<file path="config.mk">
export PLATFORM = sky130hd
export DESIGN_NAME = fsp_status_regs
export DESIGN_NICKNAME = d
export VERILOG_FILES = /design/src/fsp_pkg.sv /design/src/fsp_status_regs.sv
export SDC_FILE = /design/constraint.sdc
export NUM_CORES = 1
export LEC_CHECK = 0
export ABC_CLOCK_PERIOD_IN_PS = 6670
export BUFFER_PORTS_ARGS = -buffer_cell sky130_fd_sc_hd__clkbuf_2
export CAP_MARGIN = 0
export CORE_MARGIN = 2
export CORE_UTILIZATION = 60
export DETAILED_ROUTE_END_ITERATION = 6
export PLACE_DENSITY_LB_ADDON = 0.1
export SYNTH_ARGS = -nofsm -noshare
export SYNTH_HDL_FRONTEND = slang
export SYNTH_SLANG_ARGS = --single-unit
export TNS_END_PERCENT = 30
</file>
<file path="constraint.sdc">
create_clock -name CLK_IN -period 6.67 [get_ports CLK_IN]
set_input_delay 0.3335 -clock CLK_IN [delete_from_list [all_inputs] [get_ports CLK_IN]]
set_output_delay 0.3335 -clock CLK_IN [all_outputs]
set_load 0.05 [all_outputs]
</file>
<file path="src/fsp_pkg.sv">
// Constants and types for the flash status and protection register block.
// Assumes a 10 MHz system clock; serial link pins sampled on that clock.
package fsp_pkg;

	// ----------------------------------------
	// Clock and internal operation times
	// ----------------------------------------
	localparam int CLK_PERIOD_NS = 100;
	localparam int WRSR_TIME_NS = 5000;
	localparam int PROG_TIME_NS = 20000;
	localparam int ERASE_TIME_NS = 50000;
	localparam int WRSR_CYCLES = (WRSR_TIME_NS + CLK_PERIOD_NS - 1) / CLK_PERIOD_NS;
	localparam int PROG_CYCLES = (PROG_TIME_NS + CLK_PERIOD_NS - 1) / CLK_PERIOD_NS;
	localparam int ERASE_CYCLES = (ERASE_TIME_NS + CLK_PERIOD_NS - 1) / CLK_PERIOD_NS;
	localparam int CNT_W = 10;

	// ----------------------------------------
	// Instruction codes
	// ----------------------------------------
	localparam logic [7:0] CMD_WREN = 8'h06;
	localparam logic [7:0] CMD_WRDI = 8'h04;
	localparam logic [7:0] CMD_RD_LOW = 8'h05;
	localparam logic [7:0] CMD_RD_HIGH = 8'h35;
	localparam logic [7:0] CMD_WRSR = 8'h01;
	localparam logic [7:0] CMD_PROG = 8'h02;
	localparam logic [7:0] CMD_SECT_ERASE = 8'h20;
	localparam logic [7:0] CMD_BLK_ERASE = 8'hD8;
	localparam logic [7:0] CMD_CHIP_ERASE = 8'hC7;
	localparam logic [7:0] CMD_SUSPEND = 8'h75;
	localparam logic [7:0] CMD_RESUME = 8'h7A;

	// ----------------------------------------
	// Array geometry
	// ----------------------------------------
	localparam logic [23:0] ARRAY_TOP = 24'h1FFFFF;
	localparam logic [23:0] SECTOR_MASK = 24'h000FFF;
	localparam logic [23:0] BLOCK_MASK = 24'h00FFFF;
	localparam logic [23:0] BLOCK_BYTES = 24'h010000;
	localparam logic [23:0] SECTOR_BYTES = 24'h001000;
	localparam logic [23:0] HALF_BLOCK_BYTES = 24'h008000;
	localparam logic [23:0] ARRAY_BYTES = 24'h200000;

	// ----------------------------------------
	// Register field positions
	// ----------------------------------------
	localparam int LOW_BUSY = 0;
	localparam int LOW_WEL = 1;
	localparam int LOW_RANGE_LSB = 2;
	localparam int LOW_TB = 5;
	localparam int LOW_GRAN = 6;
	localparam int LOW_LM0 = 7;
	localparam int HIGH_LM1 = 0;
	localparam int HIGH_QE = 1;
	localparam int HIGH_RSVD = 2;
	localparam int HIGH_LOCK_LSB = 3;
	localparam int HIGH_INV = 6;
	localparam int HIGH_SUS = 7;

	typedef enum logic [1:0] {OP_NONE, OP_WRSR, OP_PROG, OP_ERASE} fsp_op_e;

	typedef struct packed {
		logic lm0;
		logic gran;
		logic tb;
		logic [2:0] range;
		logic inv;
		logic [2:0] lock;
		logic qe;
		logic lm1;
	} fsp_nv_s;

	typedef struct packed {
		logic [2:0] sclk;
		logic [2:0] cs_n;
		logic [1:0] si;
		logic [1:0] wp_n;
		logic [2:0] pwr;
	} fsp_sync_s;

	typedef struct packed {
		fsp_sync_s sy;
		fsp_nv_s nv;
		logic busy;
		logic write_enable_latch;
		logic paused_flag;
		fsp_op_e op;
		logic [CNT_W-1:0] cnt;
		logic [2:0] bitcnt;
		logic [2:0] nbytes;
		logic [7:0] shreg;
		logic [7:0] opcode;
		logic [23:0] addr;
		logic [7:0] byte1;
		logic [7:0] byte2;
		logic so;
		logic so_oe_n;
		logic start;
		fsp_op_e start_op;
		logic [23:0] start_addr;
		logic chip;
	} fsp_state_s;

endpackage

</file>
<file path="src/fsp_status_regs.sv">
// Status/protection registers of a serial flash with a small serial front end.
// Assumes SCLK, CS, SI, WP and the power-cycle pin come from another domain.
//
// Functional notes
// - Busy flag high during program, erase or status write, else low.
// - Write-enable latch shown in low bit 1; gates status writes, program, erase.
// - Protect-range bits non-volatile, status-write only, bar program and erases.
// - Protect-range bits accepted only when hardware protection is not active.
// - Range code zero with invert-protect clear leaves whole array unprotected.
// - Granularity bit: 64KB blocks when clear, 4KB sectors when set.
// - Top/bottom bit: protect from top when clear, from bottom when set.
// - Invert-protect bit complements the protection map.
// - Lock mode 1 selects meaning of lock mode 0: pin guard or lock-down.
// - Lock modes other than 10, quad enable, invert-protect survive power cycles.
// - Quad enable disables the protect pin function.
// - Three one-time lock bits, set individually, never cleared.
// - Suspend sets paused flag; resume or power cycle clears it.
// - Lock modes: 00 soft, 01 pin, 10 until power cycle, 11 permanent.
`timescale 1ns/1ps
module fsp_status_regs (
	input wire logic CLK_IN,
	input wire logic RESET_IN,
	input wire logic SCLK_IN,
	input wire logic CS_N_IN,
	input wire logic SI_IN,
	input wire logic WP_N_IN,
	input wire logic POWER_CYCLE_IN,
	output logic SO_OUT,
	output logic SO_OE_N_OUT,
	output logic [7:0] STATUS_LOW_OUT,
	output logic [7:0] STATUS_HIGH_OUT,
	output logic QUAD_MODE_OUT,
	output logic [2:0] SECURITY_LOCK_OUT,
	output logic ARRAY_START_OUT,
	output logic [1:0] ARRAY_OP_OUT,
	output logic [23:0] ARRAY_ADDR_OUT,
	output logic ARRAY_CHIP_OUT
);

	fsp_pkg::fsp_state_s s_q;
	fsp_pkg::fsp_state_s s_d;

	// ----------------------------------------
	// Protection map
	// ----------------------------------------
	function automatic logic is_protected(input logic [23:0] a,
		input fsp_pkg::fsp_nv_s nv);
		logic [23:0] size;
		logic hit;
		size = '0;
		hit = 1'b0;
		if (!nv.gran) begin
			size = fsp_pkg::BLOCK_BYTES << (nv.range - 3'h1);
		end else if (!nv.range[2]) begin
			size = fsp_pkg::SECTOR_BYTES << (nv.range - 3'h1);
		end else begin
			size = fsp_pkg::HALF_BLOCK_BYTES;
		end
		if (nv.tb) begin
			hit = a < size;
		end else begin
			hit = a >= (fsp_pkg::ARRAY_BYTES - size);
		end
		if (nv.range == 3'h0) begin
			hit = 1'b0;
		end else if (nv.range[2:1] == 2'h3) begin
			hit = 1'b1;
		end
		return hit ^ nv.inv;
	endfunction

	function automatic logic sr_locked(input fsp_pkg::fsp_nv_s nv,
		input logic wp_n);
		// pin guard off in quad mode
		return nv.lm1 | (nv.lm0 & ~nv.qe & ~wp_n);
	endfunction

	logic [7:0] low_v;
	logic [7:0] high_v;
	logic [23:0] first_a;
	logic [23:0] last_a;
	logic rise;
	logic fall;
	logic cs_rise;
	logic is_read;

	always_comb begin
		low_v = {s_q.nv.lm0, s_q.nv.gran, s_q.nv.tb, s_q.nv.range,
			s_q.write_enable_latch, s_q.busy};
		high_v = {s_q.paused_flag, s_q.nv.inv, s_q.nv.lock, 1'b0, s_q.nv.qe,
			s_q.nv.lm1};
		rise = s_q.sy.sclk[1] & ~s_q.sy.sclk[2];
		fall = ~s_q.sy.sclk[1] & s_q.sy.sclk[2];
		cs_rise = s_q.sy.cs_n[1] & ~s_q.sy.cs_n[2];
		is_read = (s_q.opcode == fsp_pkg::CMD_RD_LOW) |
			(s_q.opcode == fsp_pkg::CMD_RD_HIGH);
		first_a = s_q.addr;
		last_a = s_q.addr;
		if (s_q.opcode == fsp_pkg::CMD_SECT_ERASE) begin
			first_a = s_q.addr & ~fsp_pkg::SECTOR_MASK;
			last_a = s_q.addr | fsp_pkg::SECTOR_MASK;
		end else if (s_q.opcode == fsp_pkg::CMD_BLK_ERASE) begin
			first_a = s_q.addr & ~fsp_pkg::BLOCK_MASK;
			last_a = s_q.addr | fsp_pkg::BLOCK_MASK;
		end else if (s_q.opcode == fsp_pkg::CMD_CHIP_ERASE) begin
			first_a = '0;
			last_a = fsp_pkg::ARRAY_TOP;
		end
	end

	// ----------------------------------------
	// Next state
	// ----------------------------------------
	always_comb begin
		s_d = s_q;
		s_d.start = 1'b0;
		s_d.sy.sclk = {s_q.sy.sclk[1:0], SCLK_IN};
		s_d.sy.cs_n = {s_q.sy.cs_n[1:0], CS_N_IN};
		s_d.sy.si = {s_q.sy.si[0], SI_IN};
		s_d.sy.wp_n = {s_q.sy.wp_n[0], WP_N_IN};
		s_d.sy.pwr = {s_q.sy.pwr[1:0], POWER_CYCLE_IN};

		if (s_q.busy) begin
			s_d.cnt = s_q.cnt - 1'b1;
			if (s_q.cnt == 1) begin
				s_d.busy = 1'b0;
				s_d.op = fsp_pkg::OP_NONE;
			end
		end

		if (s_q.sy.cs_n[1]) begin
			s_d.bitcnt = '0;
			s_d.nbytes = '0;
			s_d.so_oe_n = 1'b1;
		end else begin
			if (rise) begin
				s_d.shreg = {s_q.shreg[6:0], s_q.sy.si[1]};
				s_d.bitcnt = s_q.bitcnt + 1'b1;
				if (s_q.bitcnt == 3'h7) begin
					if (s_q.nbytes != 3'h7) begin
						s_d.nbytes = s_q.nbytes + 1'b1;
					end
					case (s_q.nbytes)
						3'h0: s_d.opcode = s_d.shreg;
						3'h1: begin
							s_d.byte1 = s_d.shreg;
							s_d.addr[23:16] = s_d.shreg;
						end
						3'h2: begin
							s_d.byte2 = s_d.shreg;
							s_d.addr[15:8] = s_d.shreg;
						end
						3'h3: s_d.addr[7:0] = s_d.shreg;
						default: ;
					endcase
				end
			end
			if (fall && is_read && s_q.nbytes != 3'h0) begin
				s_d.so_oe_n = 1'b0;
				if (s_q.opcode == fsp_pkg::CMD_RD_LOW) begin
					s_d.so = low_v[~s_q.bitcnt];
				end else begin
					s_d.so = high_v[~s_q.bitcnt];
				end
			end
		end

		// Instructions execute when chip select rises on a byte boundary
		if (cs_rise && s_q.bitcnt == 3'h0) begin
			case (s_q.opcode)
				fsp_pkg::CMD_WREN: begin
					if (s_q.nbytes == 3'h1 && !s_q.busy) begin
						s_d.write_enable_latch = 1'b1;
					end
				end
				fsp_pkg::CMD_WRDI: begin
					if (s_q.nbytes == 3'h1 && !s_q.busy) begin
						s_d.write_enable_latch = 1'b0;
					end
				end
				fsp_pkg::CMD_WRSR: begin
					if ((s_q.nbytes == 3'h2 || s_q.nbytes == 3'h3) && s_q.write_enable_latch &&
						!s_q.busy && !sr_locked(s_q.nv, s_q.sy.wp_n[1])) begin
						s_d.nv.lm0 = s_q.byte1[fsp_pkg::LOW_LM0];
						s_d.nv.gran = s_q.byte1[fsp_pkg::LOW_GRAN];
						s_d.nv.tb = s_q.byte1[fsp_pkg::LOW_TB];
						s_d.nv.range = s_q.byte1[fsp_pkg::LOW_RANGE_LSB +: 3];
						if (s_q.nbytes == 3'h3) begin
							s_d.nv.inv = s_q.byte2[fsp_pkg::HIGH_INV];
							s_d.nv.lock = s_q.nv.lock |
								s_q.byte2[fsp_pkg::HIGH_LOCK_LSB +: 3];
							s_d.nv.qe = s_q.byte2[fsp_pkg::HIGH_QE];
							s_d.nv.lm1 = s_q.byte2[fsp_pkg::HIGH_LM1];
						end
						s_d.write_enable_latch = 1'b0;
						s_d.busy = 1'b1;
						s_d.op = fsp_pkg::OP_WRSR;
						s_d.cnt = fsp_pkg::CNT_W'(fsp_pkg::WRSR_CYCLES);
					end
				end
				fsp_pkg::CMD_PROG, fsp_pkg::CMD_SECT_ERASE,
				fsp_pkg::CMD_BLK_ERASE, fsp_pkg::CMD_CHIP_ERASE: begin
					if (s_q.write_enable_latch && !s_q.busy && !s_q.paused_flag &&
						!is_protected(first_a, s_q.nv) &&
						!is_protected(last_a, s_q.nv) &&
						((s_q.opcode == fsp_pkg::CMD_PROG && s_q.nbytes >= 3'h5) ||
						(s_q.opcode == fsp_pkg::CMD_CHIP_ERASE &&
						s_q.nbytes == 3'h1) || s_q.nbytes == 3'h4)) begin
						s_d.write_enable_latch = 1'b0;
						s_d.busy = 1'b1;
						s_d.start = 1'b1;
						s_d.start_addr = s_q.addr;
						s_d.chip = s_q.opcode == fsp_pkg::CMD_CHIP_ERASE;
						if (s_q.opcode == fsp_pkg::CMD_PROG) begin
							s_d.op = fsp_pkg::OP_PROG;
							s_d.cnt = fsp_pkg::CNT_W'(fsp_pkg::PROG_CYCLES);
						end else begin
							s_d.op = fsp_pkg::OP_ERASE;
							s_d.cnt = fsp_pkg::CNT_W'(fsp_pkg::ERASE_CYCLES);
						end
						s_d.start_op = s_d.op;
					end
				end
				fsp_pkg::CMD_SUSPEND: begin
					if (s_q.nbytes == 3'h1 && s_q.busy &&
						s_q.op != fsp_pkg::OP_WRSR) begin
						s_d.paused_flag = 1'b1;
						s_d.busy = 1'b0;
						s_d.cnt = s_q.cnt;
					end
				end
				fsp_pkg::CMD_RESUME: begin
					if (s_q.nbytes == 3'h1 && s_q.paused_flag) begin
						s_d.paused_flag = 1'b0;
						s_d.busy = 1'b1;
					end
				end
				default: ;
			endcase
		end

		if (s_q.sy.pwr[1] && !s_q.sy.pwr[2]) begin
			s_d.busy = 1'b0;
			s_d.write_enable_latch = 1'b0;
			s_d.paused_flag = 1'b0;
			s_d.op = fsp_pkg::OP_NONE;
			s_d.cnt = '0;
			if (s_q.nv.lm1 && !s_q.nv.lm0) begin
				s_d.nv.lm1 = 1'b0;
			end
		end
	end

	always_ff @(posedge CLK_IN) begin
		if (RESET_IN) begin
			s_q <= '0;
			s_q.sy.cs_n <= 3'h7;
			s_q.so_oe_n <= 1'b1;
		end else begin
			s_q <= s_d;
		end
	end

	assign SO_OUT = s_q.so;
	assign SO_OE_N_OUT = s_q.so_oe_n;
	assign STATUS_LOW_OUT = low_v;
	assign STATUS_HIGH_OUT = high_v;
	assign QUAD_MODE_OUT = s_q.nv.qe;
	assign SECURITY_LOCK_OUT = s_q.nv.lock;
	assign ARRAY_START_OUT = s_q.start;
	assign ARRAY_OP_OUT = s_q.start_op;
	assign ARRAY_ADDR_OUT = s_q.start_addr;
	assign ARRAY_CHIP_OUT = s_q.chip;
endmodule

</file>
==> results.sh, run 1 <==
export IMPL_syn2layout_area_growth_pct=8.67
export IMPL_clock_skew_ps=7.60
export IMPL_grt_pass1_wl_mm=26.7
export IMPL_ant_nets=0
export IMPL_synth_cell_area_mm2=0.00663
export IMPL_p_leak_nw=3.11
export IMPL_grtUsageTotal_pct=29.4
export IMPL_synth_avg_cell_area_um2=8.28
export IMPL_dpl_hpwl_mm=11.9
export IMPL_async_reset_ff_share_pct=0
export IMPL_cp_num_buf_inv=0
export IMPL_n_antenna_cell=0
export IMPL_die_h_um=109
export IMPL_max_stage_delay_ps=730
export IMPL_clk_pin_slew_ps=60
export IMPL_p_per_area_mw_per_mm2=223
export IMPL_critPathArrivalTime_ps=5640
export IMPL_yosysWarnings=0
export IMPL_routabilityCongestion=0.992
export IMPL_grt_pass1_vias=5342
export IMPL_cts_tree="built"
export IMPL_critPathTopFamily="compound AO/OA/AOI/OAI gates"
export IMPL_rows=38
export IMPL_ys_seq_area_share_pct=34.7
export IMPL_finalPower_w=0.00161
export IMPL_syn_inst=800
export IMPL_yosysTopAreaCell="dfxtp_1"
export IMPL_max_freq_ghz=0.192
export IMPL_grt_max_degree=96
export IMPL_endpoint_kind="register"
export IMPL_hold_violations=0
export IMPL_final_cells=946
export IMPL_rsz0062_at_grt="false"
export IMPL_insertion_delay_ps=530
export IMPL_start_util_pct=61.4
export IMPL_cpMaxStageDelayCell="dfxtp_1"
export IMPL_cp_required_ps=7090
export IMPL_syn_num_nets=856
export IMPL_finalSetupTns_ps=0
export IMPL_yosysUniqueCellTypes=69
export IMPL_nets=851
export IMPL_fin_crit_ps=5220
export IMPL_htree_levels=4
export IMPL_grt_overflow=0
export IMPL_placed_area_mm2=0.00661
export IMPL_antenna_found_initial=0
export IMPL_clkSinkCount=115
export IMPL_critPathLaunchType="register"
export IMPL_cts_max_path_buffers=2
export IMPL_path_cells="nor2b_1 > nand2_1 > ha_1 > nor2_1 > nand2_1 > a21oi_1 > nor2_1 > o22ai_1 > ha_1 > nand3_1 > a21o_1 > nand3_1 > maj3_1 > a221oi_1 > mux2_2 > o21ai_0 > nor3_2 > a2111oi_2"
export IMPL_report_final_slew_viol_count=0
export IMPL_ys_top_cells_by_area="dfxtp_1 (35%), ha_1 (9.3%), mux2i_1 (6.5%)"
export IMPL_cts_root_buffer="clkbuf_8"
export IMPL_core_area_mm2=0.0108
export IMPL_vias=5647
export IMPL_avgRoutedWirePerCell_um=17.6
export IMPL_period_share_pct=78.3
export IMPL_synth_edf_count=0
export IMPL_slew_headroom_pct=29.0
export IMPL_drc_errors=0
export IMPL_status="finished, final reports clean"
export IMPL_first_pass_iters=5
export IMPL_wl_mm=16.6
export IMPL_tightest_slew_ps=1060
export IMPL_cts_buffers=17
export IMPL_max_cap_violations=0
export IMPL_hp_class="in2reg"
export IMPL_placed_cells=915
export IMPL_yosys_register_bits=115
export IMPL_setup_violations=0
export IMPL_yosysTopAreaCellShare_pct=34.7
export IMPL_num_fill_cells=884
export IMPL_ir_drop_mv=0.233
export IMPL_crit_type="reg2reg"
export IMPL_drive_gt1_share_pct=14.5
export IMPL_die_w_um=109
export IMPL_ys_flop_type="dfxtp_1"
export IMPL_vias_per_cell=5.97
export IMPL_final_area_mm2=0.00720
export IMPL_io_buffer_count=55
export IMPL_io_pins=57
export IMPL_crit_fanout=19
export IMPL_drtIter0Drc=403
export IMPL_fin_util_pct=66.7
export IMPL_dieArea_mm2=0.0119
[per-stage QoR]
stage / setup WS, ps / hold WS, ps
2_1_floorplan: 2240 / 389
3_3_place_gp: 1840 / 394
3_5_place_dp: 1560 / 401
4_1_cts: 1540 / 0.590
5_1_grt: 1100 / 9.68
6_report: 1450 / 17.1
[cells in the final DEF, fill, tap and decap left out, drive strengths merged, types with 4 or more instances in the layout]
master	instances
mux4	4
xnor2	7
nor3	20
a31oi	5
nor2b	29
a21o	5
nor4	8
nor2	79
and2	5
or2	12
nand2	102
buf	6
nand2b	6
mux2i	43
clkbuf	74
a21oi	68
a211oi	5
o21ai	24
dfxtp	115
o211a	4
ha	49
nand3	23
a221oi	4
or3	10
inv	24
and3	6
clkinv	5
nand4	8
o211ai	6
[Yosys cell counts, types with 2 or more instances]
cell,number
buf_2,6
nor2_2,2
xnor2_1,7
nand4b_1,3
a211oi_1,4
nor3_1,18
nor2_1,77
nand2_1,102
and3_1,6
nand3b_1,2
o31ai_1,3
or3_1,10
o211ai_1,5
a32oi_1,2
buf_4,45
a211o_1,2
nor4_1,7
nand2b_1,6
mux4_2,4
nor2b_1,29
a21o_1,5
nor3_2,2
o211a_1,4
o22ai_1,3
a221oi_1,4
nor3b_1,2
a21oi_1,68
nand4_1,8
clkbuf_1,32
dfxtp_1,115
inv_1,24
ha_1,49
or2_2,12
o21ai_0,22
or4b_1,3
a31oi_1,5
nand3_1,23
mux2i_1,43
and2_1,5
a311oi_1,2
[sequential cells by signal (all words and copies together) (netlist names)]
name and cells:
ARRAY_ADDR_OUT 24, s_d 8, STATUS_LOW_OUT 8, SECURITY_LOCK_OUT 3
SO_OE_N_OUT 1, ARRAY_START_OUT 1, ARRAY_OP_OUT 2, STATUS_HIGH_OUT 3
ARRAY_CHIP_OUT 1, QUAD_MODE_OUT 1, s_q 62, SO_OUT 1
[layout make-up]
type	count	area, um^2	area share [%]
tap	140	175	2.43
multi-input combinational	576	3730	51.8
sequential	115	2300	32.0
timing repair buffer	61	323	4.48
clock inverter	10	134	1.86
inverter	24	90.1	1.25
clock buffer	20	445	6.19
[layer usage]
metal  up-vias  track usage, %  part of all wire (%)
met5         -               0                     0
met4         0            11.2                   2.7
met3        34            6.75                   6.3
met2       199            47.9                    48
met1      2676            37.8                    43
li1       2738               -                     -
[kinds of logic (layout without fill, tap and decap cells)]
group / count (synthesis) / count (layout) / synth area share [%]
simple gates: 324 / 324 / 23.9
compound gates: 145 / 145 / 13.8
flops: 115 / 115 / 34.7
buf+inv: 109 / 115 / 8.95
fa+ha+maj: 50 / 50 / 9.41
mux: 48 / 48 / 8.03
xor+xnor: 8 / 8 / 1.06
other cells: 1 / 1 / 0.0566
[worst paths after layout]
path | from | to | slack (ps) | cells past startpoint
setup / recovery | STATUS_LOW_OUT[3]$_SDFFE_PP0P_ | s_q[96]$_SDFFE_PP0P_ | 1450 | 18
hold reg to reg | s_d[127]$_SDFF_PP1_ | s_d[128]$_SDFF_PP1_ | 410 | 1
hold / removal | POWER_CYCLE_IN | s_d[120]$_SDFF_PP0_ | 20 | 2
setup reg to reg | STATUS_LOW_OUT[3]$_SDFFE_PP0P_ | s_q[96]$_SDFFE_PP0P_ | 1450 | 18
[where the power goes]
part	internal, W	switching [W]	total [W]
registers	0.000691	0.00000206	0.000693
clock network	0.000581	0.000311	0.000892
logic	0.00000582	0.0000143	0.0000202
[worst register-to-register path: stages, from the launching register on]
cell and delay, ps:
dfxtp_1 730, nor2b_1 350, nand2_1 170, ha_1 320, nor2_1 200, nand2_1 80, a21oi_1 160, nor2_1 50
o22ai_1 250, ha_1 300, nand3_1 80, a21o_1 100, nand3_1 80, maj3_1 350, a221oi_1 580, mux2_2 430
o21ai_0 440, nor3_2 150, a2111oi_2 290
[what timing repair did]
action | in CTS | in global routing
buffers inserted | 0 | 0
resized for setup | 0 | 0
hold buffers | 1 | 0
endpoints found under the hold margin | 1 | 0
No activity file was read; power rests on OpenSTA's default activity.
==> run 2, diff against run 1 <==
Settings changed: ABC_AREA from default to 1, ABC_CLOCK_PERIOD_IN_PS 6670 to 4200, CORE_UTILIZATION 60 to 54.
Clock period 6.67 ns to 4.2 ns, I/O delays scaled along.
==> results.sh, run 2 <==
export IMPL_mostFrequentLayoutCell="nand2_1"
export IMPL_final_cell_mix="nand2_1 (160), inv_1 (120), dfxtp_1 (115)"
export IMPL_synth_edf_count=0
export IMPL_whs_ps=366
export IMPL_clk_pin_slew_ps=60
export IMPL_r2r_cells=31
export IMPL_slew_headroom_pct=37.7
export IMPL_rows=40
export IMPL_report_final_slew_viol_count=0
export IMPL_cp_required_ps=4540
export IMPL_fin_crit_ps=3740
export IMPL_syn_num_nets=986
export IMPL_hp_class="in2reg"
export IMPL_grt_pass1_wl_mm=27.7
export IMPL_pre_cts_slack_ps=446
export IMPL_clkSinkCount=115
export IMPL_clock_skew_ps=7.51
export IMPL_cts_max_path_buffers=2
export IMPL_crit_fanout=25
export IMPL_grtUsageTotal_pct=26.6
export IMPL_grt_pass1_vias=5585
export IMPL_regMostFlops="s_q"
export IMPL_die_w_um=115
export IMPL_cts_buffers=17
export IMPL_synth_cell_area_mm2=0.00664
export IMPL_hold_depth=3
export IMPL_max_cap_violations=0
export IMPL_tightest_slew_ps=934
export IMPL_vias_per_cell=5.44
export IMPL_whs_endpoint="s_q[131]$_SDFF_PP0_"
export IMPL_cts_root_buffer="clkbuf_16"
export IMPL_register_area_mm2=0.00230
export IMPL_p_per_area_mw_per_mm2=356
export IMPL_dieArea_mm2=0.0132
export IMPL_yosys_register_bits=115
export IMPL_grt_max_degree=64
export IMPL_ys_seq_area_share_pct=34.7
export IMPL_start_util_pct=55.2
export IMPL_regToRegEndpoint="ARRAY_ADDR_OUT[19]$_SDFFE_PP0P_"
export IMPL_antenna_found_initial=0
export IMPL_max_stage_delay_ps=420
export IMPL_yosysTopAreaCell="dfxtp_1"
export IMPL_largest_reg_flops=62
export IMPL_ys_flop_type="dfxtp_1"
export IMPL_io_buffer_count=55
export IMPL_ant_nets=0
export IMPL_finalSetupTns_ps=0
export IMPL_num_fill_cells=1095
export IMPL_grt_overflow=0
export IMPL_die_h_um=115
export IMPL_async_reset_ff_share_pct=0
export IMPL_cpMaxStageDelayCell="dfxtp_1"
export IMPL_avgRoutedWirePerCell_um=15.4
export IMPL_max_freq_ghz=0.267
export IMPL_rsz0062_at_grt="false"
export IMPL_cts_setup_buffers=0
export IMPL_cts_tree="built"
export IMPL_drive_gt1_share_pct=12.1
export IMPL_first_pass_iters=6
export IMPL_insertion_delay_ps=420
export IMPL_worst_slack_ps=456
export IMPL_endpoint_kind="register"
export IMPL_drc_errors=0
export IMPL_p_leak_nw=3.35
export IMPL_hold_violations=0
export IMPL_timing_rr_start="s_q[75]$_SDFFE_PP0P_"
export IMPL_core_area_mm2=0.0120
export IMPL_wl_mm=17.0
export IMPL_syn2layout_area_growth_pct=10.5
export IMPL_vias=5993
export IMPL_drtIter0Drc=477
export IMPL_n_antenna_cell=0
export IMPL_period_share_pct=89.2
export IMPL_synth_avg_cell_area_um2=7.13
export IMPL_dpl_hpwl_mm=12.7
export IMPL_hold_path_startpoint="RESET_IN"
export IMPL_crit_type="reg2reg"
export IMPL_htree_levels=4
export IMPL_ys_top_cells_by_area="dfxtp_1 (35%), ha_1 (9.2%), nand2_1 (9.1%)"
export IMPL_setup_violations=0
export IMPL_yosysTopAreaCellShare_pct=34.7
export IMPL_synthTopCellsByCount="nand2_1 (160), inv_1 (120), dfxtp_1 (115)"
export IMPL_rrSetupSlack_ps=460
export IMPL_critPathLaunchType="register"
export IMPL_yosysWarnings=0
export IMPL_routabilityCongestion=0.939
export IMPL_ir_drop_mv=0.371
export IMPL_io_pins=57
export IMPL_critPathArrivalTime_ps=4080
export IMPL_nets=998
export IMPL_syn_inst=930
export IMPL_yosysMostFrequentCell="nand2_1"
export IMPL_yosysUniqueCellTypes=44
export IMPL_status="finished, final reports clean"
export IMPL_cpMostUsedCell="nand2_1"
export IMPL_multi_input_area_mm2=0.00338
[run 2: logic make-up (layout without fill, tap and decap cells)]
logic type / Yosys count / count (layout) / share of synthesized area, %
fa+ha+maj: 49 / 49 / 9.24
other cells: 1 / 1 / 0.0565
buf+inv: 201 / 226 / 14.4
xor+xnor: 11 / 11 / 1.45
simple gates: 340 / 340 / 22.0
compound gates: 212 / 212 / 18.0
flops: 115 / 115 / 34.7
mux: 1 / 1 / 0.170
[run 2: area by class of cell]
cell class	instances	area share, %
multi-input combinational	614	46.2
sequential	115	31.4
inverter	127	6.50
clock buffer	19	6.04
timing repair buffer	67	5.21
tap	147	2.51
clock inverter	13	2.17
[run 2: worst max-delay path by stage]
| stage | slack, ps | cells past startpoint | startpoint | endpoint |
|---|---|---|---|---|
| 2_1_floorplan | 1080 | 33 | s_q[75]$_SDFFE_PP0P_ | ARRAY_OP_OUT[0]$_SDFFE_PP0P_ |
| 3_3_place_gp | 470 | 27 | s_q[75]$_SDFFE_PP0P_ | ARRAY_OP_OUT[0]$_SDFFE_PP0P_ |
| 3_5_place_dp | 450 | 31 | s_q[75]$_SDFFE_PP0P_ | ARRAY_ADDR_OUT[4]$_SDFFE_PP0P_ |
| 4_1_cts | 420 | 31 | s_q[75]$_SDFFE_PP0P_ | ARRAY_ADDR_OUT[4]$_SDFFE_PP0P_ |
| 5_1_grt | 30 | 31 | s_q[75]$_SDFFE_PP0P_ | ARRAY_ADDR_OUT[22]$_SDFFE_PP0P_ |
| 6_report | 460 | 31 | s_q[75]$_SDFFE_PP0P_ | ARRAY_ADDR_OUT[19]$_SDFFE_PP0P_ |
[run 2: layer usage]
metal | vias to the layer above | global-route usage (%) | routed length (um)
li1 | 3036 | - | -
met1 | 2743 | 35.0 | 7750
met2 | 194 | 44.1 | 8030
met3 | 20 | 5.48 | 978
met4 | 0 | 8.27 | 238
met5 | - | 0 | 0
[run 2: through the flow]
step / instance area (um^2) / utilization, % / instances / total power (W)
6_report: 7330 / 61.0 / 1102 / 0.00261
5_1_grt: 7330 / 61.0 / 1102 / 0.00268
4_1_cts: 7320 / 60.9 / 1102 / 0.00262
3_5_place_dp: 6670 / 55.5 / 1065 / 0.00116
3_3_place_gp: 6670 / 55.5 / 1065 / 0.00116
2_1_floorplan: 6640 / - / 930 / 0.00115
[run 2: timing repair]
action | in CTS | in global routing
setup endpoints to repair | 0 | 3
hold buffers | 5 | 0
endpoints found under the hold margin | 5 | 0
gates resized for setup | 0 | 2
[run 2: critical path: cells and delay by family (launching register included)]
family,cells,cell delay (ps)
and+or+nand+nor,23,1830
buffers and inverters,4,700
DFF,1,420
AOI/OAI and AO/OA,3,370
adders and majority gates,1,320
[run 2: where the power goes]
part	internal, W	switching, W	total (W)
Sequential	0.00110	0.00000326	0.00110
Clock	0.000945	0.000520	0.00147
Combinational	0.0000125	0.0000313	0.0000438
Total	0.00206	0.000554	0.00261
==> run 3, diff against run 2 <==
Settings changed: ABC_CLOCK_PERIOD_IN_PS 4200 to 4300, CORE_UTILIZATION 54 to 60.
Clock period 4.2 ns to 4.3 ns, I/O delays scaled along.
==> results.sh, run 3 (synthesis results as in run 2) <==
export IMPL_io_buffer_count=55
export IMPL_rows=38
export IMPL_crit_fanout=25
export IMPL_rsz0062_at_grt="false"
export IMPL_largest_reg_flops=62
export IMPL_cpMostUsedCell="nand2_1"
export IMPL_first_pass_iters=6
export IMPL_drc_errors=0
export IMPL_ir_drop_mv=0.286
export IMPL_endpoint_kind="register"
export IMPL_die_w_um=109
export IMPL_crit_type="reg2reg"
export IMPL_max_freq_ghz=0.262
export IMPL_period_share_pct=88.7
export IMPL_whs_ps=260
export IMPL_clock_skew_ps=6.27
export IMPL_n_antenna_cell=0
export IMPL_slew_headroom_pct=40.1
export IMPL_syn2layout_area_growth_pct=9.69
export IMPL_p_leak_nw=3.33
export IMPL_grt_overflow=0
export IMPL_grt_pass1_vias=5828
export IMPL_drtIter0Drc=404
export IMPL_nets=998
export IMPL_fin_crit_ps=3820
export IMPL_vias=6107
export IMPL_io_pins=57
export IMPL_setup_violations=0
export IMPL_critPathArrivalTime_ps=4260
export IMPL_max_cap_violations=0
export IMPL_regMostFlops="s_q"
export IMPL_avgRoutedWirePerCell_um=15.5
export IMPL_cp_required_ps=4740
export IMPL_routabilityCongestion=0.948
export IMPL_hp_class="in2reg"
export IMPL_vias_per_cell=5.58
export IMPL_finalSetupTns_ps=0
export IMPL_cpMaxStageDelayCell="dfxtp_1"
export IMPL_max_stage_delay_ps=420
export IMPL_status="finished, final reports clean"
export IMPL_mostFrequentLayoutCell="nand2_1"
export IMPL_dpl_hpwl_mm=12.7
export IMPL_start_util_pct=61.5
export IMPL_grt_max_degree=64
export IMPL_hold_violations=0
export IMPL_clk_pin_slew_ps=60
export IMPL_tightest_slew_ps=898
export IMPL_p_per_area_mw_per_mm2=334
export IMPL_final_cell_mix="nand2_1 (160), inv_1 (119), dfxtp_1 (115)"
export IMPL_cts_root_buffer="clkbuf_8"
export IMPL_die_h_um=109
export IMPL_ant_nets=0
export IMPL_grtUsageTotal_pct=30.0
export IMPL_grt_pass1_wl_mm=27.8
export IMPL_drive_gt1_share_pct=12.3
export IMPL_report_final_slew_viol_count=0
export IMPL_cts_tree="built"
export IMPL_wl_mm=17.0
export IMPL_clkSinkCount=115
export IMPL_insertion_delay_ps=520
export IMPL_cts_max_path_buffers=2
export IMPL_dieArea_mm2=0.0119
export IMPL_htree_levels=4
export IMPL_critPathLaunchType="register"
export IMPL_cts_buffers=17
export IMPL_antenna_found_initial=0
export IMPL_core_area_mm2=0.0108
run 3: changes by cell type in the layout (fill, tap and decap cells not counted), sizes merged:
cell | before | now
inv | 126 | 129
clkinv | 8 | 6
clkinvlp | 3 | 4
bufinv | 3 | 1
run 3: final timing paths:
kind	from	to	slack, ps	cells past startpoint
setup reg to reg	s_q[75]$_SDFFE_PP0P_	ARRAY_ADDR_OUT[10]$_SDFFE_PP0P_	480	32
hold reg to reg	s_d[125]$_SDFF_PP0_	s_q[125]$_SDFF_PP0_	400	2
hold / removal	RESET_IN	s_q[131]$_SDFF_PP0_	260	3
setup / recovery	s_q[75]$_SDFFE_PP0P_	ARRAY_ADDR_OUT[10]$_SDFFE_PP0P_	480	32
run 3: layout make-up:
type / count / area (um^2)
fillers: 930 / 3510
repair buffers: 67 / 382
multi-input cells: 614 / 3380
inverters: 127 / 477
well taps: 140 / 175
clock inverters: 13 / 126
flip-flops and latches: 115 / 2300
clock buffers: 19 / 432
run 3: metal layers:
metal	up-vias	track usage [%]	part of all wire [%]
met5	-	0	0
met4	0	11.5	2.1
met3	35	4.96	5.5
met2	190	49.6	47
met1	2848	39.1	45
li1	3034	-	-
run 3: what timing repair did:
item / 4_1_cts / 5_1_grt
buffers inserted: 0 / 0
hold buffers: 5 / 0
hold endpoints to repair: 5 / 0
gates resized for setup: 0 / 3
endpoints found under the setup margin: 0 / 24
run 3: worst max-delay path: cells and delay by family (launching register included):
family / cells / cell delay [ps]
compound gates: 3 / 400
fa+ha+maj: 1 / 310
buf+inv: 5 / 790
flops: 1 / 420
simple gates: 23 / 1810
run 3: report_power, final:
| part | switching [W] | total (W) | internal [W] | leakage (nW) |
|---|---|---|---|---|
| combinational | 0.0000304 | 0.0000426 | 0.0000122 | 2.14 |
| clock | 0.000524 | 0.00131 | 0.000788 | 0.262 |
| sequential | 0.00000314 | 0.00107 | 0.00107 | 0.928 |
run 3: through the flow:
stage / total power [W] / cells / instance area (um^2) / util, % / setup slack, ps
floorplan: 0.00113 / 930 / 6640 / - / 1180
global placement: 0.00113 / 1058 / 6660 / 61.7 / 471
detailed placement: 0.00114 / 1058 / 6660 / 61.7 / 418
CTS: 0.00244 / 1095 / 7270 / 67.3 / 384
global route: 0.00249 / 1095 / 7280 / 67.4 / 42.4
finish: 0.00243 / 1095 / 7280 / 67.4 / 484
